### src/logic/nbac_pkg.sv
package nbac_pkg;

	// Register locations on the special function register port.
	localparam logic [7:0] NBAC_CTRL_OFS = 8'h40;
	localparam logic [1:0] NBAC_CTRL_BANK = 2'h1;
	localparam logic [7:0] NBAC_ADDR_OFS = 8'h1E;
	localparam logic [7:0] NBAC_BUF_OFS = 8'h1F;
	localparam logic [7:0] NBAC_BANK_OFS = 8'h04;
	localparam logic [7:0] NBAC_IRQ_OFS = 8'h1D;

	// Control register field positions.
	localparam int NBAC_RD_BIT = 0;
	localparam int NBAC_FETCH_ENABLE_BIT_BIT = 1;
	localparam int NBAC_WR_BIT = 2;
	localparam int NBAC_STORE_ENABLE_BIT_BIT = 3;

	// Interrupt control register field positions.
	localparam int NBAC_IRQEN_BIT = 0;
	localparam int NBAC_IRQFLAG_BIT = 1;

	// Widths and reset values.
	localparam int NBAC_AW = 6;
	localparam int NBAC_DEPTH = 64;
	localparam logic [7:0] NBAC_BUF_RST = 8'h00;
	localparam logic [1:0] NBAC_BANK_RST = 2'h0;

	// Cycle timing.
	localparam logic [15:0] NBAC_READ_CYCLES = 16'h0002;
	localparam logic [15:0] NBAC_WRITE_CYCLES_DEF = 16'h03E8;

	// Array cycle sequencer states, Gray coded along idle-read-write.
	typedef enum logic [1:0]
	{
		NBAC_IDLE = 2'b00,
		NBAC_READ = 2'b01,
		NBAC_WRITE = 2'b11
	} nbac_state_t;

endpackage

### src/logic/nbac_core.sv
`timescale 1ns/1ps
// Overview of operation
// - Array reads and writes are single bytes via address, buffer and control registers.
// - Control register sits at 40H of bank 1, reached only indirectly.
// - Address register holds six bits; top two read zero; no reset value, though the code resets it to zero.
// - Byte buffer is eight bits read/write, cleared at power-on.
// - Control: store enable bit3, write trigger bit2, fetch enable bit1, read trigger bit0.
// - With store enable clear, no array write happens.
// - With fetch enable clear, no array read happens.
// - Write trigger set without store enable already set starts nothing.
// - Read trigger set without fetch enable already set starts nothing.
// - Hardware clears read trigger at read end; buffer then holds fetched byte.
// - Read result stays in the buffer until a later read or write.
// - Hardware clears write trigger once the byte has been stored.
// - Write cycle is timed by an internal timer independent of software.
// - Power-on clears store enable and resets bank select to zero.
// - Each write cycle end sets the completion interrupt flag, except a write abandoned by clearing store enable.
// - Interrupt vectors only with local and global enable set and stack not full.
// - Servicing the interrupt clears the completion flag automatically.
module nbac_core
	import nbac_pkg::*;
#(
	parameter logic [15:0] WRITE_CYCLES = NBAC_WRITE_CYCLES_DEF
)
(
	// Clock and reset.
	input wire logic ref_clk_in,
	input wire logic rst_b_in,
	// Special function register port, same clock as the processor.
	input wire logic [7:0] sfr_addr_in,
	input wire logic sfr_indirect_in,
	input wire logic sfr_wr_in,
	input wire logic [7:0] sfr_wdata_in,
	output logic [7:0] sfr_rdata_out,
	// Interrupt controller side.
	input wire logic global_irq_enable_in,
	input wire logic stack_full_in,
	input wire logic irq_service_in,
	output logic irq_request_out,
	// Status.
	output logic [1:0] bank_select_out,
	output logic busy_out
);

	////////////////////////////////////////////////////////////////////////////
	// State.

	typedef struct packed
	{
		nbac_state_t state;
		logic [15:0] count;
		logic [NBAC_AW-1:0] address;
		logic [7:0] byte_buffer;
		logic store_enable_bit;
		logic write_trig;
		logic fetch_enable_bit;
		logic read_trig;
		logic [1:0] bank_select;
		logic nvm_irq_enable;
		logic nvm_irq_flag;
		logic irq_req;
		logic [NBAC_AW-1:0] lat_addr;
		logic [7:0] lat_data;
		logic [7:0] rdata;
	} nbac_regs_t;

	nbac_regs_t r_reg;
	nbac_regs_t r_next;
	logic [7:0] mem [NBAC_DEPTH];
	logic mem_we;
	logic [7:0] mem_rd;
	logic rst_s1_reg;
	logic rst_s2_reg;
	logic hit_ctrl;
	logic hit_addr;
	logic hit_buf;
	logic hit_bank;
	logic hit_irq;
	logic [7:0] ctrl_view;

	////////////////////////////////////////////////////////////////////////////
	// Reset release through two flip-flops; assertion stays asynchronous.

	always_ff @(posedge ref_clk_in or negedge rst_b_in)
	begin
		if (!rst_b_in)
		begin
			rst_s1_reg <= 1'b0;
			rst_s2_reg <= 1'b0;
		end
		else
		begin
			rst_s1_reg <= 1'b1;
			rst_s2_reg <= rst_s1_reg;
		end
	end

	////////////////////////////////////////////////////////////////////////////
	// Decode. Direct access always lands in bank 0, so the control register
	// can only be hit through the indirect port with bank 1 selected.

	always_comb
	begin
		hit_ctrl = sfr_indirect_in && (r_reg.bank_select == NBAC_CTRL_BANK)
			&& (sfr_addr_in == NBAC_CTRL_OFS);
		hit_addr = sfr_addr_in == NBAC_ADDR_OFS;
		hit_buf = sfr_addr_in == NBAC_BUF_OFS;
		hit_bank = sfr_addr_in == NBAC_BANK_OFS;
		hit_irq = sfr_addr_in == NBAC_IRQ_OFS;
	end

	// Control register image; upper nibble reads zero.
	always_comb
	begin
		ctrl_view = 8'h00;
		ctrl_view[NBAC_STORE_ENABLE_BIT_BIT] = r_reg.store_enable_bit;
		ctrl_view[NBAC_WR_BIT] = r_reg.write_trig;
		ctrl_view[NBAC_FETCH_ENABLE_BIT_BIT] = r_reg.fetch_enable_bit;
		ctrl_view[NBAC_RD_BIT] = r_reg.read_trig;
	end

	////////////////////////////////////////////////////////////////////////////
	// Next-state logic.

	always_comb
	begin
		r_next = r_reg;
		mem_we = 1'b0;

		// Software writes to the plain registers.
		if (sfr_wr_in && hit_addr)
		begin
			r_next.address = sfr_wdata_in[NBAC_AW-1:0];
		end
		if (sfr_wr_in && hit_buf)
		begin
			r_next.byte_buffer = sfr_wdata_in;
		end
		if (sfr_wr_in && hit_bank)
		begin
			r_next.bank_select = sfr_wdata_in[1:0];
		end
		if (sfr_wr_in && hit_irq)
		begin
			r_next.nvm_irq_enable = sfr_wdata_in[NBAC_IRQEN_BIT];
			r_next.nvm_irq_flag = sfr_wdata_in[NBAC_IRQFLAG_BIT];
		end

		// Control writes. A trigger only takes when its enable was already set
		// before this write; triggers cannot be cleared by software mid-cycle,
		// and a request for both triggers at once is ignored.
		if (sfr_wr_in && hit_ctrl)
		begin
			r_next.store_enable_bit = sfr_wdata_in[NBAC_STORE_ENABLE_BIT_BIT];
			r_next.fetch_enable_bit = sfr_wdata_in[NBAC_FETCH_ENABLE_BIT_BIT];
			if (r_reg.state == NBAC_IDLE
				&& !(sfr_wdata_in[NBAC_WR_BIT] && sfr_wdata_in[NBAC_RD_BIT]))
			begin
				if (sfr_wdata_in[NBAC_WR_BIT] && r_reg.store_enable_bit)
				begin
					r_next.write_trig = 1'b1;
					r_next.state = NBAC_WRITE;
					r_next.count = WRITE_CYCLES;
					r_next.lat_addr = r_reg.address;
					r_next.lat_data = (hit_buf) ? sfr_wdata_in : r_reg.byte_buffer;
				end
				else if (sfr_wdata_in[NBAC_RD_BIT] && r_reg.fetch_enable_bit)
				begin
					r_next.read_trig = 1'b1;
					r_next.state = NBAC_READ;
					r_next.count = NBAC_READ_CYCLES;
					r_next.lat_addr = r_reg.address;
				end
			end
		end

		// Array cycle sequencer.
		unique case (r_reg.state)
			NBAC_IDLE:
			begin
			end
			NBAC_READ:
			begin
				if (!r_next.fetch_enable_bit)
				begin
					// Fetch enable dropped: abandon, buffer untouched.
					r_next.read_trig = 1'b0;
					r_next.state = NBAC_IDLE;
				end
				else if (r_reg.count == 16'h0001)
				begin
					r_next.byte_buffer = mem_rd;
					r_next.read_trig = 1'b0;
					r_next.state = NBAC_IDLE;
				end
				else
				begin
					r_next.count = r_reg.count - 16'h0001;
				end
			end
			NBAC_WRITE:
			begin
				if (!r_next.store_enable_bit)
				begin
					// Store enable dropped: nothing is stored, no completion event.
					r_next.write_trig = 1'b0;
					r_next.state = NBAC_IDLE;
				end
				else if (r_reg.count <= 16'h0001)
				begin
					mem_we = 1'b1;
					r_next.write_trig = 1'b0;
					r_next.nvm_irq_flag = 1'b1;
					r_next.state = NBAC_IDLE;
				end
				else
				begin
					r_next.count = r_reg.count - 16'h0001;
				end
			end
		endcase

		// Servicing clears the flag, but a completion in the same cycle wins.
		if (irq_service_in && !mem_we)
		begin
			r_next.nvm_irq_flag = 1'b0;
		end
		r_next.irq_req = r_reg.nvm_irq_flag && r_reg.nvm_irq_enable
			&& global_irq_enable_in && !stack_full_in && !irq_service_in;

		// Registered read data, one cycle behind the address.
		if (hit_ctrl)
		begin
			r_next.rdata = ctrl_view;
		end
		else if (hit_addr)
		begin
			r_next.rdata = {2'b00, r_reg.address};
		end
		else if (hit_buf)
		begin
			r_next.rdata = r_reg.byte_buffer;
		end
		else if (hit_bank)
		begin
			r_next.rdata = {6'h00, r_reg.bank_select};
		end
		else if (hit_irq)
		begin
			r_next.rdata = {6'h00, r_reg.nvm_irq_flag, r_reg.nvm_irq_enable};
		end
		else
		begin
			r_next.rdata = 8'h00;
		end
	end

	////////////////////////////////////////////////////////////////////////////
	// State register. The address has no defined power-on value but is given
	// zero here so simulation stays free of unknowns.

	always_ff @(posedge ref_clk_in or negedge rst_s2_reg)
	begin
		if (!rst_s2_reg)
		begin
			r_reg <= '0;
			r_reg.state <= NBAC_IDLE;
			r_reg.byte_buffer <= NBAC_BUF_RST;
			r_reg.store_enable_bit <= 1'b0;
			r_reg.bank_select <= NBAC_BANK_RST;
		end
		else
		begin
			r_reg <= r_next;
		end
	end

	// Array storage; no reset, contents are retained.
	always_ff @(posedge ref_clk_in)
	begin
		if (mem_we)
		begin
			mem[r_reg.lat_addr] <= r_reg.lat_data;
		end
	end

	assign mem_rd = mem[r_reg.lat_addr];

	////////////////////////////////////////////////////////////////////////////
	// Outputs.

	assign sfr_rdata_out = r_reg.rdata;
	assign irq_request_out = r_reg.irq_req;
	assign bank_select_out = r_reg.bank_select;
	assign busy_out = r_reg.state != NBAC_IDLE;

endmodule // nbac_core

### config.mk
export PLATFORM = sky130hd
export DESIGN_NAME = nbac_core
export DESIGN_NICKNAME = d
export VERILOG_FILES = /design/src/logic/nbac_pkg.sv /design/src/logic/nbac_core.sv
export SDC_FILE = /design/constraint.sdc
export NUM_CORES = 1
export LEC_CHECK = 0
export BUFFER_PORTS_ARGS = -buffer_cell sky130_fd_sc_hd__buf_4
export CAP_MARGIN = 40
export CORE_AREA = 2 2 155 233
export CTS_BUF_LIST = sky130_fd_sc_hd__clkbuf_4 sky130_fd_sc_hd__clkbuf_8 sky130_fd_sc_hd__clkbuf_16
export CTS_CLUSTER_SIZE = 16
export DETAILED_ROUTE_END_ITERATION = 10
export DIE_AREA = 0 0 157 235
export PLACE_DENSITY = 0.83
export SLEW_MARGIN = 20
export SYNTH_ARGS = -nofsm -noshare
export SYNTH_HDL_FRONTEND = slang
export SYNTH_SLANG_ARGS = --single-unit
### constraint.sdc
create_clock -name ref_clk_in -period 5 [get_ports ref_clk_in]
set_input_delay 0.5 -clock ref_clk_in [delete_from_list [all_inputs] [get_ports ref_clk_in]]
set_output_delay 0.5 -clock ref_clk_in [all_outputs]
set_load 0.03 [all_outputs]
# Yosys cells after proc, flatten, opt, wreduce, memory -nomap -nowiden
# Memory sizes are Yosys's and may differ from the RTL's.
# Index checks and enable logic that the tools add are counted.
[op_classes]
addsub = 1
order_cmp = 1
eq_ne = 9
mux = 47
n_reduce_logical = 25
[ops]
columns = ["cell", "count"]
rows = [
  ["$mux W18", 4],
  ["$mux W16", 4],
  ["$mux W8", 8],
  ["$pmux W18 S2", 1],
  ["$eq A8 B5 Y1 const B", 3],
  ["$mux W1", 21],
  ["$eq A16 B1 Y1 const B", 1],
  ["$le A16 B1 Y1 const B", 1],
  ["$logic_and A1 B1 Y1", 16],
  ["$sub A16 B1 Y16 const B", 1],
  ["$mux W2", 6],
  ["$mux W6", 2],
  ["$eq A8 B3 Y1 const B", 1],
  ["$eq A8 B7 Y1 const B", 1],
  ["$reduce_and A3 Y1", 2],
  ["$eq A2 B1 Y1 const B", 2],
  ["$logic_not A1 Y1", 4],
  ["$mux W4", 1],
  ["$reduce_bool A2 Y1", 2],
  ["$eq A2 B2 Y1 const B", 1],
  ["$logic_not A2 Y1", 1],
]
[totals]
ff_bits = 65
mem_bits_rw = 512
in_bits = 23
out_inout_bits = 12
elab_cells = 101
mem_count = 1
[mem_list]
columns = ["memory", "words", "width", "read_ports", "rd_ports_with_merged_regs", "wr", "line", "rtl"]
rows = [
  ["mem", 64, 8, 1, 0, 1, "nbac_core.sv:69", "logic [7:0] mem [NBAC_DEPTH];"],
]

# Longest topological paths before layout
[logic_depth]
word_depth = 10
ltp_mapped = 11
mapped_depth_nobuf = 7

# Worst setup path after synthesis
# Ideal clock, no wire load.
[synth_path]
path_kind = "input port to flip-flop"
startpoint = "input sfr_addr_in[0]"
endpoint = "memory mem[10][0], enable pin"
setup_time_ps = 370
arrival_ps = 2720
required_time_ps = 4630
setup_slack_ps = 1910
cell_stages = 7
path_buffers = 0
cell_sequence = "or4_4 nor4_4 mux2i_1 nor3b_2 and2_1 nand2_1 nor2_1"
[synth_via]
elab_chain_len = 8
[synth_rtl]
columns = ["item", "line", "rtl"]
rows = [
  ["start: declaration", "nbac_core.sv:30", "input wire logic [7:0] sfr_addr_in,"],
  ["$eq A8 B7 Y1", "nbac_core.sv:105", "&& (sfr_addr_in == NBAC_CTRL_OFS);"],
  ["$logic_and A1 B1 Y1", "nbac_core.sv:105", ""],
  ["$logic_and A1 B1 Y1", "nbac_core.sv:152", "if (sfr_wr_in && hit_ctrl)"],
  ["$mux W4", "nbac_core.sv:152", ""],
  ["$mux W1", "nbac_core.sv:203", "if (!r_next.store_enable_bit)"],
  ["$mux W1", "nbac_core.sv:178", "unique case (r_reg.state)"],
  ["$mux W1", "nbac_core.sv:281", "if (mem_we)"],
  ["$mux W1 (not written as such)", "nbac_core.sv:283", "mem[r_reg.lat_addr] <= r_reg.lat_data;"],
  ["end: declaration", "nbac_core.sv:69", ""],
]
# Every way passes these cells.

# Final worst setup path
[layout_path]
startpoint = "register r_reg[55] in the netlist's numbering"
endpoint = "memory mem[29][2], enable pin"
[layout_via]
elab_chain_len = 6
[layout_rtl]
columns = ["item", "line", "rtl"]
rows = [
  ["start: declaration", "nbac_core.sv:67", "nbac_regs_t r_reg;"],
  ["start signal: assignment", "nbac_core.sv:274", "r_reg <= r_next;"],
  ["$le A16 B1 Y1", "nbac_core.sv:209", "else if (r_reg.count <= 16'h0001)"],
  ["$mux W1", "nbac_core.sv:209", ""],
  ["$mux W1", "nbac_core.sv:203", ""],
  ["$mux W1", "nbac_core.sv:178", ""],
  ["$mux W1", "nbac_core.sv:281", ""],
  ["$mux W1 (not written as such)", "nbac_core.sv:283", ""],
]
# Every way passes these cells.

==> results.sh <==
export IMPL_grt_remaining_overflow=0
export IMPL_critPathRequiredTime_ps=5190
export IMPL_worst_pin_slew_ps=917
export IMPL_largest_reg_flops=512
export IMPL_synth_seq_cells=577
export IMPL_start_util=0.664
export IMPL_setup_viol=0
export IMPL_drive_gt1_frac=0.186
export IMPL_yosys_top_cells_area="edfxtp_1, dfrtp_1, mux4_2, mux2i_1, mux2_2"
export IMPL_fmax_mhz=248
export IMPL_cts_tree="done"
export IMPL_h_tree_depth=2
export IMPL_setup_worst_path_end_class="flip-flop"
export IMPL_synthDistinctLibCells=64
export IMPL_cts_sinks=577
export IMPL_outcome="finished clean"
export IMPL_path_max_fanout=8
export IMPL_highest_layer="met5"
export IMPL_first_global_vias=14127
export IMPL_die_area_mm2=0.0369
export IMPL_p_seq_frac=0.574
export IMPL_gp_congestion=0.993
export IMPL_syn_area_per_cell_um2=16.4
export IMPL_hp_class="input pin to flip-flop"
export IMPL_start_kind="flip-flop"
export IMPL_hpwl_um=38800
export IMPL_fin_tns_setup_ps=0
export IMPL_rows=84
export IMPL_wl_met3_um=8290
export IMPL_finalMaxSlewViolations=0
export IMPL_rsz0062_at_grt="false"
export IMPL_relSlewSlack=0.387
export IMPL_grt_pass1_wl_um=92300
export IMPL_power_density_mw_per_mm2=352
export IMPL_synth_top_area_frac=0.665
export IMPL_leakage_nw=7.37
export IMPL_p_clk_frac=0.420
export IMPL_grt_usage=0.353
export IMPL_antenna_found_initial=0
export IMPL_grt_max_degree=66
export IMPL_synth_edff_count=512
export IMPL_critPathKind="flip-flop to flip-flop"
export IMPL_final_common_cell="edfxtp_1"
export IMPL_ys_seq_area_frac=0.736
export IMPL_fillers=1871
export IMPL_place_area_mm2=0.0239
export IMPL_maxCapViolations=0
export IMPL_cts_resized=0
export IMPL_root_buffer="clkbuf_16"
export IMPL_final_antenna_net_count=0
export IMPL_hold_viol=0
export IMPL_die_y_um=235
export IMPL_synth_nets=1436
export IMPL_yosys_warnings=0
export IMPL_switching_power_mw=1.68
export IMPL_clk_latency_ps=570
export IMPL_port_buffers=34
export IMPL_first_pass_iters=6
export IMPL_drt_iter0_markers=2342
export IMPL_core_area_mm2=0.0348
export IMPL_clockBufferDepth=3
export IMPL_clk_pin_slew_ps=70
export IMPL_clock_skew_ps=26.9
export IMPL_wl_met2_um=30500
export IMPL_chipWidth_um=157
export IMPL_nets=1478
export IMPL_peakVddDrop_v=0.000243
export IMPL_wirelength_met1_um=19700
export IMPL_final_area_mm2=0.0257
export IMPL_mappedNetlistArea_mm2=0.0231
export IMPL_num_vias=14183
export IMPL_power_frac_comb=0.006
export IMPL_final_cell_mix="edfxtp_1, nor2_1, mux2i_1, buf_4, nand2_1"
export IMPL_synth_top_area_cell="edfxtp_1"
export IMPL_drcViolationCount=0
export IMPL_vias_per_cell=7.24
export IMPL_ys_flop_type="edfxtp_1"
export IMPL_postSynth_asyncResetShare=0.113
export IMPL_p_int_mw=7.36
export IMPL_diodes=0
export IMPL_synthCells=1411
export IMPL_cts_buffers=48
export IMPL_timing_final_crit_share=0.807
export IMPL_cp_arrival_ps=4230
export IMPL_p_sw_frac=0.186
export IMPL_ios=35
export IMPL_wl_um=64100
export IMPL_avgRoutedWirePerCell_um=32.7
export IMPL_areaGrowthSynthToFinish_pct=11.1
export IMPL_period_needed_ps=4040
[per-layer routing]
layer | track usage | vias to the layer above
met5 | 0.00816 | -
met4 | 0.242 | 2
met3 | 0.103 | 317
met2 | 0.554 | 1351
met1 | 0.420 | 6854
li1 | - | 5659
[metrics by stage]
step	power (mW)	cells	worst slack, ps	utilization	hold WS [ps]
after floorplan	5.31	1411	1910	-	204
after global placement	5.34	1864	946	0.687	282
after global routing	9.22	1960	915	0.738	80.6
after CTS	9.03	1952	1230	0.734	72.3
after detailed placement	5.34	1867	736	0.688	283
final	9.04	1960	964	0.738	76.5
[logic make-up after synthesis]
| group | Yosys count | synth area share |
|---|---|---|
| flip-flops | 577 | 0.736 |
| multiplexers | 178 | 0.106 |
| AO/OA/AOI/OAI | 264 | 0.0789 |
| buffers and inverters | 101 | 0.0189 |
| AND/OR/NAND/NOR | 284 | 0.0576 |
| other | 1 | 0.000162 |
| XOR/XNOR | 4 | 0.00152 |
| adder cells (fa/ha/maj) | 2 | 0.00108 |
[cells in the mapped netlist, types with 3 or more instances]
master      n
and2_1     10
a211oi_1    4
nand2b_1    8
a22o_1     14
a22oi_1    46
buf_4      10
mux2i_1    83
xor2_1      4
and3_1      5
buf_1      14
or3_1       5
inv_1       9
mux4_2     49
o311ai_1    3
a222oi_1    4
buf_2      10
nand2_1    69
nand3b_1    7
nor3_1     13
o22ai_1    19
nor2b_1     8
dfrtp_1    65
o211ai_1   11
nand4_1     4
a221o_1     7
o21ai_0    59
nor2_1    114
edfxtp_1  512
or2_2       4
a21oi_1    44
mux2_2     46
nor4_1     10
nand3_1    17
a221oi_1   30
clkbuf_1   57
a31oi_1     3
[power groups by stage]
stage	Clock [mW]	Sequential (mW)	Combinational [mW]
5_1_grt	3.98	5.18	0.0612
6_report	3.80	5.19	0.0558
4_1_cts	3.79	5.19	0.0534
2_1_floorplan	0	5.29	0.0191
3_5_place_dp	0	5.29	0.0519
3_3_place_gp	0	5.29	0.0511
[worst max-delay path, stage by stage, from the launching register on]
cell and delay [ps]:
dfrtp_1 430, nor4_1 490, and4_1 350, o21a_1 270, nor3b_2 440, nand3_1 760, nor2_1 900
[timing repair]
action	4_1_cts	5_1_grt
hold endpoints to repair	2	0
hold buffers	1	0
endpoints found under the setup margin	0	0
buffers inserted	0	0
[worst paths after layout]
kind / start / endpoint / slack (ps) / cells past startpoint
worst min-delay path: stack_full_in / irq_request_out$_DFF_PN0_ / 80 / 2
worst min register to register: rst_s2_reg$_DFF_PN0_ / r_reg[17]$_DFFE_PN0P_ / 150 / 1
min in group asynchronous: rst_s2_reg$_DFF_PN0_ / r_reg[17]$_DFFE_PN0P_ / 150 / 1
max in group asynchronous: rst_s2_reg$_DFF_PN0_ / r_reg[13]$_DFFE_PN0P_ / 4340 / 2
worst max register to register: r_reg[55]$_DFF_PN0_ / mem[29][2]$_DFFE_PP_ / 960 / 6
worst max-delay path: r_reg[55]$_DFF_PN0_ / mem[29][2]$_DFFE_PP_ / 960 / 6
[cell type report]
class / instances / area, um^2 / area share
flip-flops and latches: 577 / 17000 / 0.663
clock inverters: 25 / 274 / 0.0107
clock buffers: 59 / 1300 / 0.0507
well taps: 473 / 592 / 0.0230
inverters: 9 / 33.8 / 0.00132
multi-input cells: 733 / 5670 / 0.221
repair buffers: 84 / 769 / 0.0300
Note: power is estimated with default switching activity, not from simulation.
